## src/hw/adc_serial_pkg.sv

```systemverilog
// shared constants for the converter serial read port
package adc_serial_pkg;
    // ------------------------------------------------------------
    // data-ready high time, in master-clock periods before divide by N
    // ------------------------------------------------------------
    localparam int unsigned READY_HIGH_BASE = 280;
    localparam int unsigned READY_HIGH_BASE_X2 = 560;
    // ------------------------------------------------------------
    // result word layout
    // ------------------------------------------------------------
    localparam int unsigned RESULT_WIDTH = 24;
    localparam int unsigned AUX1_RESULT_POS = 4;
    localparam int unsigned AUX0_RESULT_POS = 3;
    localparam logic [23:0] RESULT_RESET = 24'h000000;
    // ------------------------------------------------------------
    // serial frame states
    // ------------------------------------------------------------
    typedef enum logic [1:0] {
        FRAME_IDLE = 2'b00,
        FRAME_ACTIVE = 2'b01,
        FRAME_DONE = 2'b10
    } frame_state_t;
endpackage

```

## src/hw/adc_serial_read.sv

```systemverilog
// serial read port: data-ready timing, result shift-out, aux input capture
//
// Behaviour
// - ready stays high at least 280/N or 560/N
// - idle-low clock needs select toggling; edges swap
// - data changes on falling edge, sampled rising
// - first read of new result raises ready
// - repeated reads return same result
// - aux pins captured at first falling edge
// - aux1 to bit D4, aux0 to D3
// - reset low restores power-on state
// - select tied low gives three-wire mode
`timescale 1ns/100ps
`default_nettype none
module adc_serial_read
    import adc_serial_pkg::*;
#(
    parameter int unsigned WIDTH = RESULT_WIDTH
) (
    // clock and reset
    input wire logic core_clk,
    input wire logic rst_n,
    // rate configuration
    input wire logic clock_doubler_select,
    input wire logic modulator_rate_hi,
    input wire logic modulator_rate_lo,
    // new conversion result from the datapath
    input wire logic [WIDTH-1:0] result_data,
    input wire logic result_valid,
    // auxiliary digital pins
    input wire logic aux_input_0,
    input wire logic aux_input_1,
    // serial pins
    input wire logic sclk,
    input wire logic cs_n,
    output logic dout,
    output logic dout_oe,
    // data-ready indicator, active low
    output logic ready_n,
    // status
    output logic update_refused
);
    if (WIDTH < AUX1_RESULT_POS + 1 || WIDTH > 32) begin : g_width_check
        $error("adc_serial_read: WIDTH out of range");
    end

    // ------------------------------------------------------------
    // pin synchronisers
    // ------------------------------------------------------------
    logic sclk_lvl;
    logic sclk_rise;
    logic sclk_fall;
    logic cs_lvl;
    logic cs_rise;
    logic cs_fall;
    logic aux0_s1;
    logic aux0_s2;
    logic aux1_s1;
    logic aux1_s2;

    edge_sync u_sclk_sync (
        .core_clk(core_clk),
        .rst_n(rst_n),
        .async_in(sclk),
        .reset_level(1'b1),
        .level(sclk_lvl),
        .rise(sclk_rise),
        .fall(sclk_fall)
    );

    edge_sync u_cs_sync (
        .core_clk(core_clk),
        .rst_n(rst_n),
        .async_in(cs_n),
        .reset_level(1'b1),
        .level(cs_lvl),
        .rise(cs_rise),
        .fall(cs_fall)
    );

    always_ff @(posedge core_clk) begin
        if (!rst_n) begin
            aux0_s1 <= 1'b0;
            aux0_s2 <= 1'b0;
            aux1_s1 <= 1'b0;
            aux1_s2 <= 1'b0;
        end else begin
            aux0_s1 <= aux_input_0;
            aux0_s2 <= aux0_s1;
            aux1_s1 <= aux_input_1;
            aux1_s2 <= aux1_s1;
        end
    end

    // ------------------------------------------------------------
    // data-ready high time
    // ------------------------------------------------------------
    // N = 2^(2*hi + lo); the minimum is a master-clock count, which this
    // block takes to be core_clk cycles
    function automatic logic [9:0] ready_high_cycles(input logic x2,
            input logic hi, input logic lo);
        logic [9:0] base;
        logic [2:0] shift;
        base = x2 ? 10'(READY_HIGH_BASE_X2) : 10'(READY_HIGH_BASE);
        shift = {hi, 1'b0} + {2'b00, lo};
        return base >> shift;
    endfunction

    // ------------------------------------------------------------
    // frame, edge convention, result holding
    // ------------------------------------------------------------
    frame_state_t state;
    frame_state_t next_state;
    logic idle_low;
    logic next_idle_low;
    logic [WIDTH-1:0] result;
    logic [WIDTH-1:0] next_result;
    logic [WIDTH-1:0] shifter;
    logic [WIDTH-1:0] next_shifter;
    logic first_edge;
    logic next_first_edge;
    logic next_dout;
    logic next_dout_oe;
    logic next_ready_n;
    logic [9:0] high_count;
    logic [9:0] next_high_count;
    logic pending;
    logic next_pending;
    logic next_update_refused;
    logic [WIDTH-1:0] held;
    logic [WIDTH-1:0] next_held;
    logic [$clog2(WIDTH+1)-1:0] bit_count;
    logic [$clog2(WIDTH+1)-1:0] next_bit_count;
    logic word_done;
    logic take_aux;
    logic shift_edge;
    logic sample_edge;
    logic frame_start;
    logic frame_end;

    // idle-low operation swaps which edge launches data
    always_comb begin
        shift_edge = idle_low ? sclk_rise : sclk_fall;
        sample_edge = idle_low ? sclk_fall : sclk_rise;
        // with select tied low a frame opens on the first shift edge
        frame_start = (state == FRAME_IDLE) && !cs_lvl
            && (cs_fall || shift_edge);
        frame_end = cs_rise;
        take_aux = shift_edge
            && (frame_start || (state == FRAME_ACTIVE && first_edge));
    end

    always_comb begin
        next_state = state;
        next_idle_low = idle_low;
        next_result = result;
        next_shifter = shifter;
        next_first_edge = first_edge;
        next_dout = dout;
        next_dout_oe = dout_oe;
        next_ready_n = ready_n;
        next_high_count = high_count;
        next_pending = pending;
        next_held = held;
        next_update_refused = 1'b0;

        if (high_count != 10'h000) begin
            next_high_count = high_count - 10'h001;
        end

        // idle level seen at select fall fixes the convention
        if (state == FRAME_IDLE && cs_fall) begin
            next_idle_low = !sclk_lvl;
        end

        if (result_valid) begin
            // a new result never tears a read in progress; it waits in
            // the holding word until the port is idle and the time is up
            next_held = result_data;
            next_pending = 1'b1;
            next_update_refused = (state != FRAME_IDLE);
        end

        unique case (state)
            FRAME_IDLE: begin
                next_dout_oe = 1'b0;
                // result only changes while the flag falls, so rereads match
                if ((result_valid || pending) && high_count == 10'h000) begin
                    next_result = result_valid ? result_data : held;
                    next_pending = 1'b0;
                    next_ready_n = 1'b0;
                end
                if (frame_start) begin
                    next_state = FRAME_ACTIVE;
                    next_shifter = next_result;
                    next_first_edge = 1'b1;
                    next_dout_oe = 1'b1;
                    next_dout = next_result[WIDTH-1];
                end
            end
            FRAME_ACTIVE: begin
                if (shift_edge && !first_edge) begin
                    next_shifter = {shifter[WIDTH-2:0], 1'b0};
                    next_dout = shifter[WIDTH-2];
                end
                if (frame_end || word_done) begin
                    next_state = FRAME_DONE;
                end
            end
            FRAME_DONE: begin
                next_dout_oe = 1'b0;
                next_state = FRAME_IDLE;
            end
            default: begin
                next_state = FRAME_IDLE;
                next_dout_oe = 1'b0;
            end
        endcase

        // in three-wire mode the opening shift edge is also the first one
        if (take_aux) begin
            next_shifter[AUX1_RESULT_POS] = aux1_s2;
            next_shifter[AUX0_RESULT_POS] = aux0_s2;
            next_first_edge = 1'b0;
            if (!next_ready_n) begin
                next_ready_n = 1'b1;
                next_high_count = ready_high_cycles(
                    clock_doubler_select, modulator_rate_hi,
                    modulator_rate_lo);
            end
        end
    end

    // select held low never raises; release data after last sample edge
    always_comb begin
        next_bit_count = bit_count;
        if (state != FRAME_ACTIVE) begin
            next_bit_count = '0;
        end else if (sample_edge) begin
            next_bit_count = bit_count + 1'b1;
        end
        word_done = (state == FRAME_ACTIVE) && sample_edge
            && (bit_count == ($clog2(WIDTH+1))'(WIDTH - 1));
    end

    always_ff @(posedge core_clk) begin
        if (!rst_n) begin
            state <= FRAME_IDLE;
            idle_low <= 1'b0;
            result <= RESULT_RESET;
            shifter <= RESULT_RESET;
            first_edge <= 1'b0;
            dout <= 1'b0;
            dout_oe <= 1'b0;
            ready_n <= 1'b1;
            high_count <= 10'h000;
            pending <= 1'b0;
            held <= RESULT_RESET;
            update_refused <= 1'b0;
            bit_count <= '0;
        end else begin
            state <= next_state;
            held <= next_held;
            idle_low <= next_idle_low;
            result <= next_result;
            shifter <= next_shifter;
            first_edge <= next_first_edge;
            dout <= next_dout;
            dout_oe <= next_dout_oe;
            ready_n <= next_ready_n;
            high_count <= next_high_count;
            pending <= next_pending;
            update_refused <= next_update_refused;
            bit_count <= next_bit_count;
        end
    end
endmodule
`default_nettype wire

```

## src/hw/edge_sync.sv

```systemverilog
// two-flop synchroniser with edge detection on the synchronised level
`timescale 1ns/100ps
`default_nettype none
module edge_sync (
    // clock and reset
    input wire logic core_clk,
    input wire logic rst_n,
    // asynchronous level in
    input wire logic async_in,
    input wire logic reset_level,
    // synchronised level and edges
    output logic level,
    output logic rise,
    output logic fall
);
    logic stage1;
    logic stage2;
    logic stage3;
    logic next_stage1;
    logic next_stage2;
    logic next_stage3;

    always_comb begin
        next_stage1 = async_in;
        next_stage2 = stage1;
        next_stage3 = stage2;
    end

    // reset loads the pin's idle level so that no false edge follows reset
    always_ff @(posedge core_clk) begin
        if (!rst_n) begin
            stage1 <= reset_level;
            stage2 <= reset_level;
            stage3 <= reset_level;
        end else begin
            stage1 <= next_stage1;
            stage2 <= next_stage2;
            stage3 <= next_stage3;
        end
    end

    assign level = stage2;
    assign rise = stage2 && !stage3;
    assign fall = !stage2 && stage3;
endmodule
`default_nettype wire

```

## config.mk

```make
export PLATFORM = sky130hd
export DESIGN_NAME = adc_serial_read
export DESIGN_NICKNAME = d
export VERILOG_FILES = /design/src/hw/adc_serial_pkg.sv /design/src/hw/adc_serial_read.sv /design/src/hw/edge_sync.sv
export SDC_FILE = /design/constraint.sdc
export NUM_CORES = 1
export LEC_CHECK = 0
export ABC_AREA = 1
export ABC_CLOCK_PERIOD_IN_PS = 4470
export BUFFER_PORTS_ARGS = -buffer_cell sky130_fd_sc_hd__buf_2
export CORE_ASPECT_RATIO = 1.4
export CORE_MARGIN = 5
export CORE_UTILIZATION = 30
export CTS_CLUSTER_DIAMETER = 100
export DETAILED_ROUTE_END_ITERATION = 6
export MAX_ROUTING_LAYER = met4
export SYNTH_ARGS = -nofsm -noshare
export SYNTH_HDL_FRONTEND = slang
export SYNTH_SLANG_ARGS = --single-unit
```

## constraint.sdc

```tcl
create_clock -name core_clk -period 4.47 [get_ports core_clk]
set_input_delay 0.447 -clock core_clk [delete_from_list [all_inputs] [get_ports core_clk]]
set_output_delay 0.447 -clock core_clk [all_outputs]
set_load 0.02 [all_outputs]
```

== Yosys cells after proc, flatten, opt, wreduce, memory -nomap -nowiden ==
Index checks and enable logic that the tools add are counted.

* Flip-flop bits (word level): 105
* Output and inout bits: 4

* $add $sub $neg: 3
* Eq/ne operators: 8
* Shift operators: 1
* Multiplexer cells: 25
* Bitwise logic cells: 1
* Reductions and logical operators: 35

{| class="wikitable"
|+ Operators by type and width
! kind !! number
|-
| $mux W24 || 2
|-
| $mux W23 || 2
|-
| $pmux W23 S2 || 1
|-
| $mux W10 || 4
|-
| $logic_and A1 B1 Y1 || 13
|-
| $logic_not A10 Y1 || 1
|-
| $mux W1 || 10
|-
| $reduce_bool A10 Y1 || 1
|-
| $shr A10 B3 Y10 || 1
|-
| $sub A10 B1 Y10 const B || 1
|-
| $mux W2 || 3
|-
| $ne A2 B1 Y1 const B || 3
|-
| $reduce_and A2 Y1 || 3
|-
| $reduce_and A3 Y1 || 2
|-
| $add A5 B1 Y5 const B || 1
|-
| $eq A5 B5 Y1 const B || 1
|-
| $logic_not A1 Y1 || 5
|-
| $logic_or A1 B1 Y1 || 4
|-
| $pmux W1 S2 || 2
|-
| $pmux W2 S2 || 1
|-
| $reduce_bool A2 Y1 || 2
|-
| $reduce_or A2 Y1 || 2
|-
| $add A2 B1 Y3 || 1
|-
| $ne A3 B2 Y1 const B || 1
|-
| other kinds (6) || 6
|}

== Longest topological paths before layout ==
Gate-level depths: netlist of run 1.

* Depth in word-level cells: 9
* Depth in mapped cells: 11
* Depth with buffers taken out: 10

== Cells and area by module ==
Synthesis of run 1 repeated with hierarchy kept, for this count alone.

* Cells, all modules: 636
* Area total of the unflattened synthesis: 4758.3 um^2

{| class="wikitable"
|+ By module, submodules not included
! module !! times used !! cells an instance !! area an instance (um^2) !! seq. area each (um^2)
|-
| adc_serial_read || 1 || 606 || 4543.1 || 1981.9
|-
| edge_sync || 2 || 15 || 107.6 || 60.1
|}

== Worst setup path after synthesis of run 1 ==
No wires, ideal clock.

* Path kind: input to register
* From: input port result_valid
* To: register high_count[4]
* Setup time: 0.116 ns
* Data arrival time: 1.466 ns
* Data required time: 4.354 ns
* Setup slack: 2.888 ns
* Cell stages on the path: 9
* Path buffers: 2
* Path through: buf_6 > or2_1 > buf_2 > nand4_4 > nand2_2 > nand2_2 > nand2_1 > nor2_1 > nor2_1

* Cells in the longest elaborated chain, start to end: 6

{| class="wikitable"
|+ Ends and longest elaborated chain
! what !! line !! source
|-
| start: declaration || adc_serial_read.sv:29 || <nowiki>input wire logic result_valid,</nowiki>
|-
| $logic_or A1 B1 Y1 || adc_serial_read.sv:188 || <nowiki>if ((result_valid || pending) && high_count == 10'h000) begin</nowiki>
|-
| $logic_and A1 B1 Y1 || adc_serial_read.sv:188 ||
|-
| $mux W1 || adc_serial_read.sv:188 ||
|-
| $mux W1 || adc_serial_read.sv:184 || <nowiki>unique case (state)</nowiki>
|-
| $mux W10 || adc_serial_read.sv:225 || <nowiki>if (!next_ready_n) begin</nowiki>
|-
| $mux W10 || adc_serial_read.sv:221 || <nowiki>if (take_aux) begin</nowiki>
|-
| end signal: assignment || adc_serial_read.sv:271 || <nowiki>high_count <= next_high_count;</nowiki>
|-
| end: declaration || adc_serial_read.sv:125 || <nowiki>logic [9:0] high_count;</nowiki>
|}

No other way between the ends.
A chain may end at the register's enable or synchronous reset.

== Final worst setup path of run 1 ==
* From: register state[0]
* To: register dout

* Cells in the longest elaborated chain, start to end: 5

{| class="wikitable"
|+ Ends and longest elaborated chain
! what !! line !! source
|-
| start: declaration || adc_serial_read.sv:112 || <nowiki>frame_state_t state;</nowiki>
|-
| start signal: assignment || adc_serial_read.sv:262 || <nowiki>state <= next_state;</nowiki>
|-
| $logic_not A2 Y1 || adc_serial_read.sv:146, adc_serial_read.sv:184 ||
|-
| $logic_and A1 B1 Y1 || adc_serial_read.sv:146 || <nowiki>frame_start = (state == FRAME_IDLE) && !cs_lvl</nowiki>
|-
| $logic_and A1 B1 Y1 || adc_serial_read.sv:147 || <nowiki>&& (cs_fall || shift_edge);</nowiki>
|-
| $ne A2 B2 Y1 (no line) || -- ||
|-
| $reduce_and A3 Y1 (no line) || -- ||
|-
| end signal: assignment || adc_serial_read.sv:268 || <nowiki>dout <= next_dout;</nowiki>
|-
| end: declaration || adc_serial_read.sv:36 || <nowiki>output logic dout,</nowiki>
|}

Several ways; a longest one is shown, not always the timed one.

==> results of run 1 <==
[how the worst max path moves through the flow]
stage | startpoint | endpoint | slack (ns)
5_1_grt | state[0] | shifter[2] | 1.69
3_3_place_gp | result_valid | high_count[7] | 1.91
4_1_cts | state[0] | dout | 1.92
3_5_place_dp | result_valid | high_count[7] | 1.90
2_1_floorplan | result_valid | high_count[4] | 2.89
6_report | state[0] | dout | 1.96
[state kept, by name, summed over array words and instances (netlist names), 2 cells and up]
register,cells
result,24
held,24
state,2
high_count,10
bit_count,5
shifter,23
[synth_stat cells, drive strengths merged (6+ instances only)]
cell type	count
o21ai	41
dfxtp	105
buf	24
nand3	39
mux2i	22
nand4	6
inv	76
clkbuf	6
nand2	187
a21oi	63
nor2	73
or2	6
[metal layers]
layer,share of wire,vias up
met2,0.50,46
met5,0,-
li1,-,2145
met4,0.019,0
met3,0.022,13
met1,0.46,1769
[worst min-delay path, cell delays in order]
cell	delay [ns]
buf_2	0.07
nand2_1	0.04
inv_1	0.04
[layout make-up]
type                       count  area [um^2]  share of cell area
clock buffer                  10          229              0.0418
clock inverter                 6         48.8             0.00891
inverter                      76          285              0.0521
multi-input combinational    453         2350               0.430
sequential                   105         2100               0.384
tap                          199          249              0.0455
timing repair buffer          40          208              0.0379
[where the power goes]
part	switching [uW]	internal, uW	total [uW]
registers	59.7	1050	1110
clock network	371	387	758
logic	501	243	743
total	931	1680	2610
[cells by family after synthesis]
group                      synth area share
AOI/OAI and AO/OA                     0.143
xor gates and xnor gates            0.00711
adders and majority gates            0.0127
buffers and inverters                0.0950
DFF                                   0.427
muxes                                0.0447
and+or+nand+nor                       0.270
[layout by cell type, fill, tap and decap left out, types with 2 or more instances in the layout]
cell type,instances
nor2_4,3
clkbuf_16,9
dfxtp_1,105
nand3_1,38
mux2i_1,22
buf_2,37
inv_6,4
buf_4,3
o21a_1,2
inv_1,69
inv_2,7
nand2_1,181
a21oi_1,25
nand2_2,5
o21ai_0,35
or2_2,5
nand4_1,5
a21oi_2,38
xor2_1,4
o21ai_1,5
ha_1,5
nor2_1,69
[per-stage QoR]
stage / total power, uW / std cells / instance area (um^2)
global placement: 1870 / 873 / 5200
finish: 2610 / 889 / 5480
detailed placement: 1880 / 873 / 5200
CTS: 2630 / 889 / 5480
global route: 2800 / 889 / 5480
floorplan: 1740 / 664 / 4920
==> results_dict.tcl, run 1 <==
set metrics [dict create \
    cp.arrival_ns 2.75 \
    rows 55 \
    numPortBuffers 37 \
    startpoint_type "flop" \
    grt_util_met1 0.138 \
    synth-async-reset-ratio 0 \
    fin_tns_setup_ns 0 \
    yosysTopAreaCell "dfxtp_1" \
    clkSinkCount 105 \
    drc 0 \
    n_antenna_cell 0 \
    worstPathRequired_ns 4.71 \
    synth_top_area_frac 0.427 \
    finalCritPeriodShare 0.562 \
    fin_util 0.339 \
    met2_usage 0.204 \
    ys_seq_area_frac 0.427 \
    vias_per_cell 4.47 \
    busiest_layer "met2" \
    core_area_um2 16200 \
    initial_core_util 0.305 \
    track_usage 0.119 \
    endpoint_kind "flop" \
    cts_tree "built" \
    status "finished clean" \
    max-slew-margin-rel 0.557 \
    avgSynthCellArea_um2 7.42 \
    rsz0062_at_grt "no" \
    path_clk_slew_ns 0.08 \
    hold_viol 0 \
    final_layout_size_suffix_gt1_frac 0.171 \
    syn_inst 664 \
    p_per_area_nw_per_um2 476 \
    dp_slack_ns 1.90 \
    antenna_found_initial 0 \
    min_path_cells 3 \
    finalMaxSlewViolations 0 \
    nFillCells 1726 \
    finClkSkew_ns 0.0104 \
    path_depth 9 \
    layout.nets 724 \
    vias 3973 \
    clockRootBuffer "clkbuf_16" \
    synth_edf_count 0 \
    fin_crit_ns 2.51 \
    synthFlopType "dfxtp_1" \
    max_stage_delay_ns 0.64 \
    ys_types 34 \
    cts_hold_buf 0 \
    overflow 0 \
    path_cells "nand2_2 -> inv_2 -> nand3_1 -> nand2_1 -> inv_1 -> nand2_4 -> nand2_1 -> nand2_1 -> a21oi_2" \
    area_growth_pct 11.2 \
    io_pins 38 \
    cts_resized 0 \
    gp_congestion 0.790 \
    grt_pass1_vias 3769 \
    hold_path.class "in2reg" \
    worst_path_most_repeated_cell "nand2_1" \
    worst-path-max-fanout 43 \
    fp.dieW_um 118 \
    setup_viol 0 \
    numCtsBuffers 9 \
    die_h_um 162 \
    use_met3 0.0228 \
    r2r-start "state[0]" \
    fmax_ghz 0.398 \
    reg2reg_setup_slack_ns 1.96 \
    crit_family "simple AND/OR/NAND/NOR gates" \
    drt_iter0_markers 178 \
    clk_latency_ns 0.35 \
    hold_slack_ns 0.278 \
    syn-num-nets 703 \
    setup_slack_ns 1.96 \
    grt_max_degree 60 \
    leakage_uw 0.00254 \
    dpl.hpwl_mm 7.47 \
    ys_ff_latch 105 \
    wl_mm 10.8 \
    routedWlPerCell_um 12.2 \
    grt_pass1_wl_mm 18.2 \
    syn-cell-area_um2 4920 \
    hold_end "aux0_s1" \
    htreeDepth 3 \
    dieArea_um2 19100 \
    path_class "reg2reg" \
    drtPass1Iterations 4 \
    post_cts_buffers 0 \
    peakVddDrop_mv 0.232 \
    crit_buf_inv 2 \
    worstMarginPinSlew_ns 0.665 \
    ant_nets 0 \
    min_from "aux_input_0" \
    reg2reg_to "dout" \
    cap_viol_max_count 0 \
    ys_warn_count 0 \
    cts_max_path_buffers 2 \
    cp_slowest_cell "inv_2" \
    r2r_cells 9 \
    synth.area.top_cells "dfxtp_1, nand2_1, a21oi_2" \
]
Note: power is estimated with default switching activity, not from simulation.
==> run 2: changes to the inputs <==
- ABC_CLOCK_PERIOD_IN_PS: 4470 -> 2500
- clock period: 4.47 -> 2.5 ns (I/O delays scaled with it)
==> run 2 against run 1 <==
Net effect:
- maximum frequency grew 26%
- core utilization grew 0.44 points
- register-to-register slack lost 1.5 ns
- wire length shrank 2.3%
- final cell count grew 0.34%
- die area is the same
- count of clock-buffer cells in the layout shrank 1
- flip-flop and latch count is the same
- clock power grew 100%
- non-clock buffer count grew 3
- largest cell class unchanged
==> results_dict.tcl, run 2 (synthesis gave the netlist of run 1 again) <==
set metrics [dict create \
    status "finished clean" \
    area_growth_pct 12.7 \
    startpoint_type "flop" \
    grt_pass1_vias 3904 \
    cts_tree "built" \
    grt_max_degree 59 \
    numCtsBuffers 9 \
    cts_resized 0 \
    path_class "reg2reg" \
    r2r_cells 8 \
    die_h_um 162 \
    min_from "aux_input_1" \
    reg2reg_to "shifter[13]" \
    path_clk_slew_ns 0.07 \
    overflow 0 \
    cap_viol_max_count 0 \
    endpoint_kind "flop" \
    reg2reg_setup_slack_ns 0.50 \
    post_cts_buffers 0 \
    max-slew-margin-rel 0.590 \
    r2r-start "high_count[0]" \
    worstPathRequired_ns 2.79 \
    finalMaxSlewViolations 0 \
    dp_cells 876 \
    cts_hold_buf 0 \
    hold_path.class "in2reg" \
    drt_iter0_markers 210 \
    initial_core_util 0.305 \
    htreeDepth 3 \
    fmax_ghz 0.501 \
    nFillCells 1707 \
    p_per_area_nw_per_um2 871 \
    crit_family "simple AND/OR/NAND/NOR gates" \
    ant_nets 0 \
    antenna_found_initial 0 \
    vias 4025 \
    hold_end "aux1_s1" \
    power_uw 4830 \
    finClkSkew_ns 0.00930 \
    drc 0 \
    rsz0062_at_grt "no" \
    worstMarginPinSlew_ns 0.615 \
    clkSinkCount 105 \
    peakVddDrop_mv 0.322 \
    drtPass1Iterations 4 \
    core_area_um2 16200 \
    hold_viol 0 \
    fin_crit_ns 2.00 \
    path_cells "inv_1 -> ha_1 -> nand3_1 -> nor2_4 -> nand3_4 -> o21ai_0 -> nand2_1 -> a21oi_2" \
    max_stage_delay_ns 0.43 \
    n_antenna_cell 0 \
    cts_max_path_buffers 2 \
    io_pins 38 \
    leakage_uw 0.00257 \
    placed_area_um2 5220 \
    reg.largest.list "held: 24 flops, result: 24 flops, shifter: 23 flops" \
    dpl.hpwl_mm 7.51 \
    wl_mm 10.6 \
    fp.dieW_um 118 \
    final_common_cell "nand2_1" \
    clockRootBuffer "clkbuf_16" \
    multi_input_area_um2 2350 \
    track_usage 0.119 \
    grt_pass1_wl_mm 18.4 \
    hold_slack_ns 0.0780 \
    fin_tns_setup_ns 0 \
    rows 55 \
    min_path_cells 3 \
    cp.arrival_ns 2.28 \
    worst-path-max-fanout 44 \
    layout.nets 727 \
    cp_slowest_cell "o21ai_0" \
    gp_congestion 0.808 \
    clk_latency_ns 0.35 \
    setup_viol 0 \
    finalCritPeriodShare 0.799 \
    stdcell_count 892 \
    crit_buf_inv 1 \
    dieArea_um2 19100 \
    final_cell_mix "nand2_1, dfxtp_1, inv_1, nor2_1" \
    numPortBuffers 37 \
    routedWlPerCell_um 11.9 \
    final_cell_area_um2 5550 \
    vias_per_cell 4.51 \
    seqCellArea_um2 2100 \
    final_layout_size_suffix_gt1_frac 0.176 \
]
[run 2: cell count changes in the layout (fill, tap and decap cells not counted)]
cell,delta
buf_4,+3
clkbuf_1,-1
inv_8,+1
bufinv_16,+2
clkinvlp_4,+1
inv_6,-3
[run 2: how the worst max path moves through the flow]
stage,start,endpoint,depth (start not counted)
after floorplan,high_count[0],dout,9
after global placement,high_count[0],dout,8
after detailed placement,high_count[0],shifter[13],8
after CTS,high_count[0],shifter[13],8
after global routing,high_count[0],shifter[13],8
final,high_count[0],shifter[13],8
[run 2: routing by layer]
layer	share of wire	global-route usage	vias to the layer above	wire length, um
met3	0.030	0.0193	11	321
met5	0	-	-	0
met2	0.51	0.207	61	5420
li1	-	-	2146	-
met1	0.44	0.137	1807	4690
met4	0.015	0.0454	0	160
[run 2: worst register-to-register path, cell delays in order, from the launching register on]
cell	delay (ns)
dfxtp_1	0.32
inv_1	0.09
ha_1	0.17
nand3_1	0.12
nor2_4	0.17
nand3_4	0.35
o21ai_0	0.44
nand2_1	0.13
a21oi_2	0.14
[run 2: stage by stage]
step | setup slack, ns | util
after global placement | 0.511 | 0.323
final | 0.502 | 0.343
after CTS | 0.481 | 0.343
after detailed placement | 0.493 | 0.323
after floorplan | 0.983 | -
after global routing | 0.208 | 0.343
[run 2: where the power goes]
part	total, uW	switching, uW	leakage, uW	internal [uW]
Sequential	1980	108	0.000860	1870
Clock	1540	651	0.000158	889
Combinational	1310	868	0.00155	441
[run 2: layout make-up]
cell class	count	area share
clock buffer	9	0.0406
clock inverter	7	0.0183
inverter	76	0.0514
multi-input combinational	453	0.424
sequential	105	0.379
tap	199	0.0449
timing repair buffer	43	0.0415
==> run 3: changes to the inputs <==
- ABC_CLOCK_PERIOD_IN_PS: 2500 -> 1700
- clock period: 2.5 -> 1.7 ns (I/O delays scaled with it)
==> run 3 against run 2 <==
Net effect:
- non-clock buffer count increased by 17
- global-route usage decreased by 0.053 points
- worst setup slack got worse by 0.42 ns
- largest cell class unchanged
- register-to-register slack got worse by 0.42 ns
- largest power group unchanged
- final cell count increased by 1.9%
- flip-flop and latch count unchanged
- total power increased by 59%
==> results_dict.tcl, run 3 (synthesis gave the netlist of run 1 again) <==
set metrics [dict create \
    io_pins 38 \
    dpl.hpwl_mm 7.64 \
    ant_nets 0 \
    max-slew-margin-rel 0.710 \
    htreeDepth 3 \
    power_uw 7680 \
    fin_crit_ns 1.61 \
    numPortBuffers 37 \
    r2r-start "high_count[0]" \
    cts_max_path_buffers 2 \
    clkSinkCount 105 \
    grt_pass1_vias 3961 \
    min_from "aux_input_1" \
    clockRootBuffer "clkbuf_16" \
    routedWlPerCell_um 12.1 \
    finalCritPeriodShare 0.950 \
    hold_path.class "in2reg" \
    swShare 0.326 \
    p_comb_frac 0.306 \
    seqPwrFrac 0.382 \
    r2r_cells 9 \
    leakage_uw 0.00270 \
    worst-path-max-fanout 11 \
    area_growth_pct 18.8 \
    worstPathRequired_ns 1.94 \
    max_stage_delay_ns 0.33 \
    wl_mm 11.0 \
    crit_family "simple AND/OR/NAND/NOR gates" \
    cts_hold_buf 0 \
    rows 55 \
    finalMaxSlewViolations 0 \
    worstMarginPinSlew_ns 0.435 \
    cp.arrival_ns 1.85 \
    cap_viol_max_count 0 \
    finClkSkew_ns 0.00485 \
    status "finished clean" \
    vias_per_cell 4.47 \
    p_int_uw 5180 \
    endpoint_kind "flop" \
    path_cells "inv_2 -> ha_4 -> nand3_2 -> nor2_4 -> nand4_4 -> buf_4 -> clkbuf_16 -> nand3_1 -> nand2_1" \
    drc 0 \
    initial_core_util 0.305 \
    hold_slack_ns 0.00742 \
    final_cell_mix "nand2_1, dfxtp_1, nor2_1" \
    setup_viol 0 \
    drtPass1Iterations 4 \
    cp_slowest_cell "dfxtp_2" \
    track_usage 0.119 \
    fp.dieW_um 118 \
    core_area_um2 16200 \
    startpoint_type "flop" \
    p_sw_uw 2500 \
    final_layout_size_suffix_gt1_frac 0.208 \
    die_h_um 162 \
    nFillCells 1646 \
    path_clk_slew_ns 0.07 \
    min_path_cells 3 \
    crit_buf_inv 3 \
    path_class "reg2reg" \
    clk_latency_ns 0.35 \
    overflow 0 \
    final_common_cell "nand2_1" \
    n_antenna_cell 0 \
    layout.nets 744 \
    reg2reg_to "result[7]" \
    p_per_area_nw_per_um2 1310 \
    vias 4059 \
    peakVddDrop_mv 0.539 \
    gp_congestion 0.888 \
    grt_max_degree 59 \
    grt_pass1_wl_mm 18.3 \
    fmax_ghz 0.619 \
    numCtsBuffers 9 \
    reg2reg_setup_slack_ns 0.09 \
    reg.largest.list "held: 24 flops, result: 24 flops, shifter: 23 flops" \
    hold_viol 0 \
    drt_iter0_markers 193 \
    dieArea_um2 19100 \
    cts_tree "built" \
    p_clk_frac 0.313 \
    antenna_found_initial 0 \
    hold_end "aux1_s1" \
]
==> run 3: final cells by class <==
cell class	count	area (um^2)	area share
timing repair buffer	60	458	0.0783
multi-input combinational	453	2410	0.411
clock inverter	5	103	0.0175
clock buffer	11	243	0.0415
inverter	76	288	0.0492
tap	199	249	0.0426
sequential	105	2100	0.360
==> run 3: power by group through the flow <==
stage                     registers (uW)  clock network, uW  logic (uW)
after floorplan                     2950                  0        1610
after global placement              2970                  0        2100
after detailed placement            2980                  0        2110
after CTS                           2920               2450        2120
after global routing                2970               2550        2680
final                               2930               2400        2350
==> run 3: how the worst max path moves through the flow <==
stage                  start             to  slack [ns]  depth (start not counted)
3_3_place_gp   high_count[0]    shifter[22]        0.04                          9
4_1_cts        high_count[0]    shifter[13]       0.008                          9
5_1_grt        high_count[0]  high_count[0]       -0.02                          9
2_1_floorplan  high_count[0]           dout        0.18                          9
3_5_place_dp   high_count[0]    shifter[22]        0.03                          9
6_report       high_count[0]      result[7]        0.09                          9
==> run 3: per-layer routing <==
layer  up-vias  track usage  share of wire
met1      1828        0.131           0.44
met3        10       0.0214          0.020
met5         -            -              0
met2        42        0.212           0.52
li1       2179            -              -
met4         0       0.0417          0.016
==> run 3: metrics by stage <==
stage | TNS, ns | setup WS (ns) | area, um^2 | cells | utilization
after floorplan | 0 | 0.183 | 4920 | 664 | -
after global placement | 0 | 0.0405 | 5350 | 888 | 0.331
after detailed placement | 0 | 0.0346 | 5350 | 888 | 0.331
after CTS | 0 | 0.00772 | 5690 | 904 | 0.352
after global routing | -0.0628 | -0.0212 | 5850 | 909 | 0.362
final | 0 | 0.0851 | 5850 | 909 | 0.362
==> run 3: what timing repair did <==
| action | 4_1_cts | 5_1_grt |
|---|---|---|
| gates cloned | 0 | 2 |
| setup buffers | 0 | 3 |
| hold endpoints to repair | 0 | 0 |
| setup endpoints to repair | 1 | 50 |
| resized for setup | 1 | 38 |
| pin swaps | 0 | 6 |
==> run 3: worst min-delay path: cells and delay by family <==
family | cells | cell delay (ns)
buffers and inverters | 2 | 0.11
and+or+nand+nor | 1 | 0.04
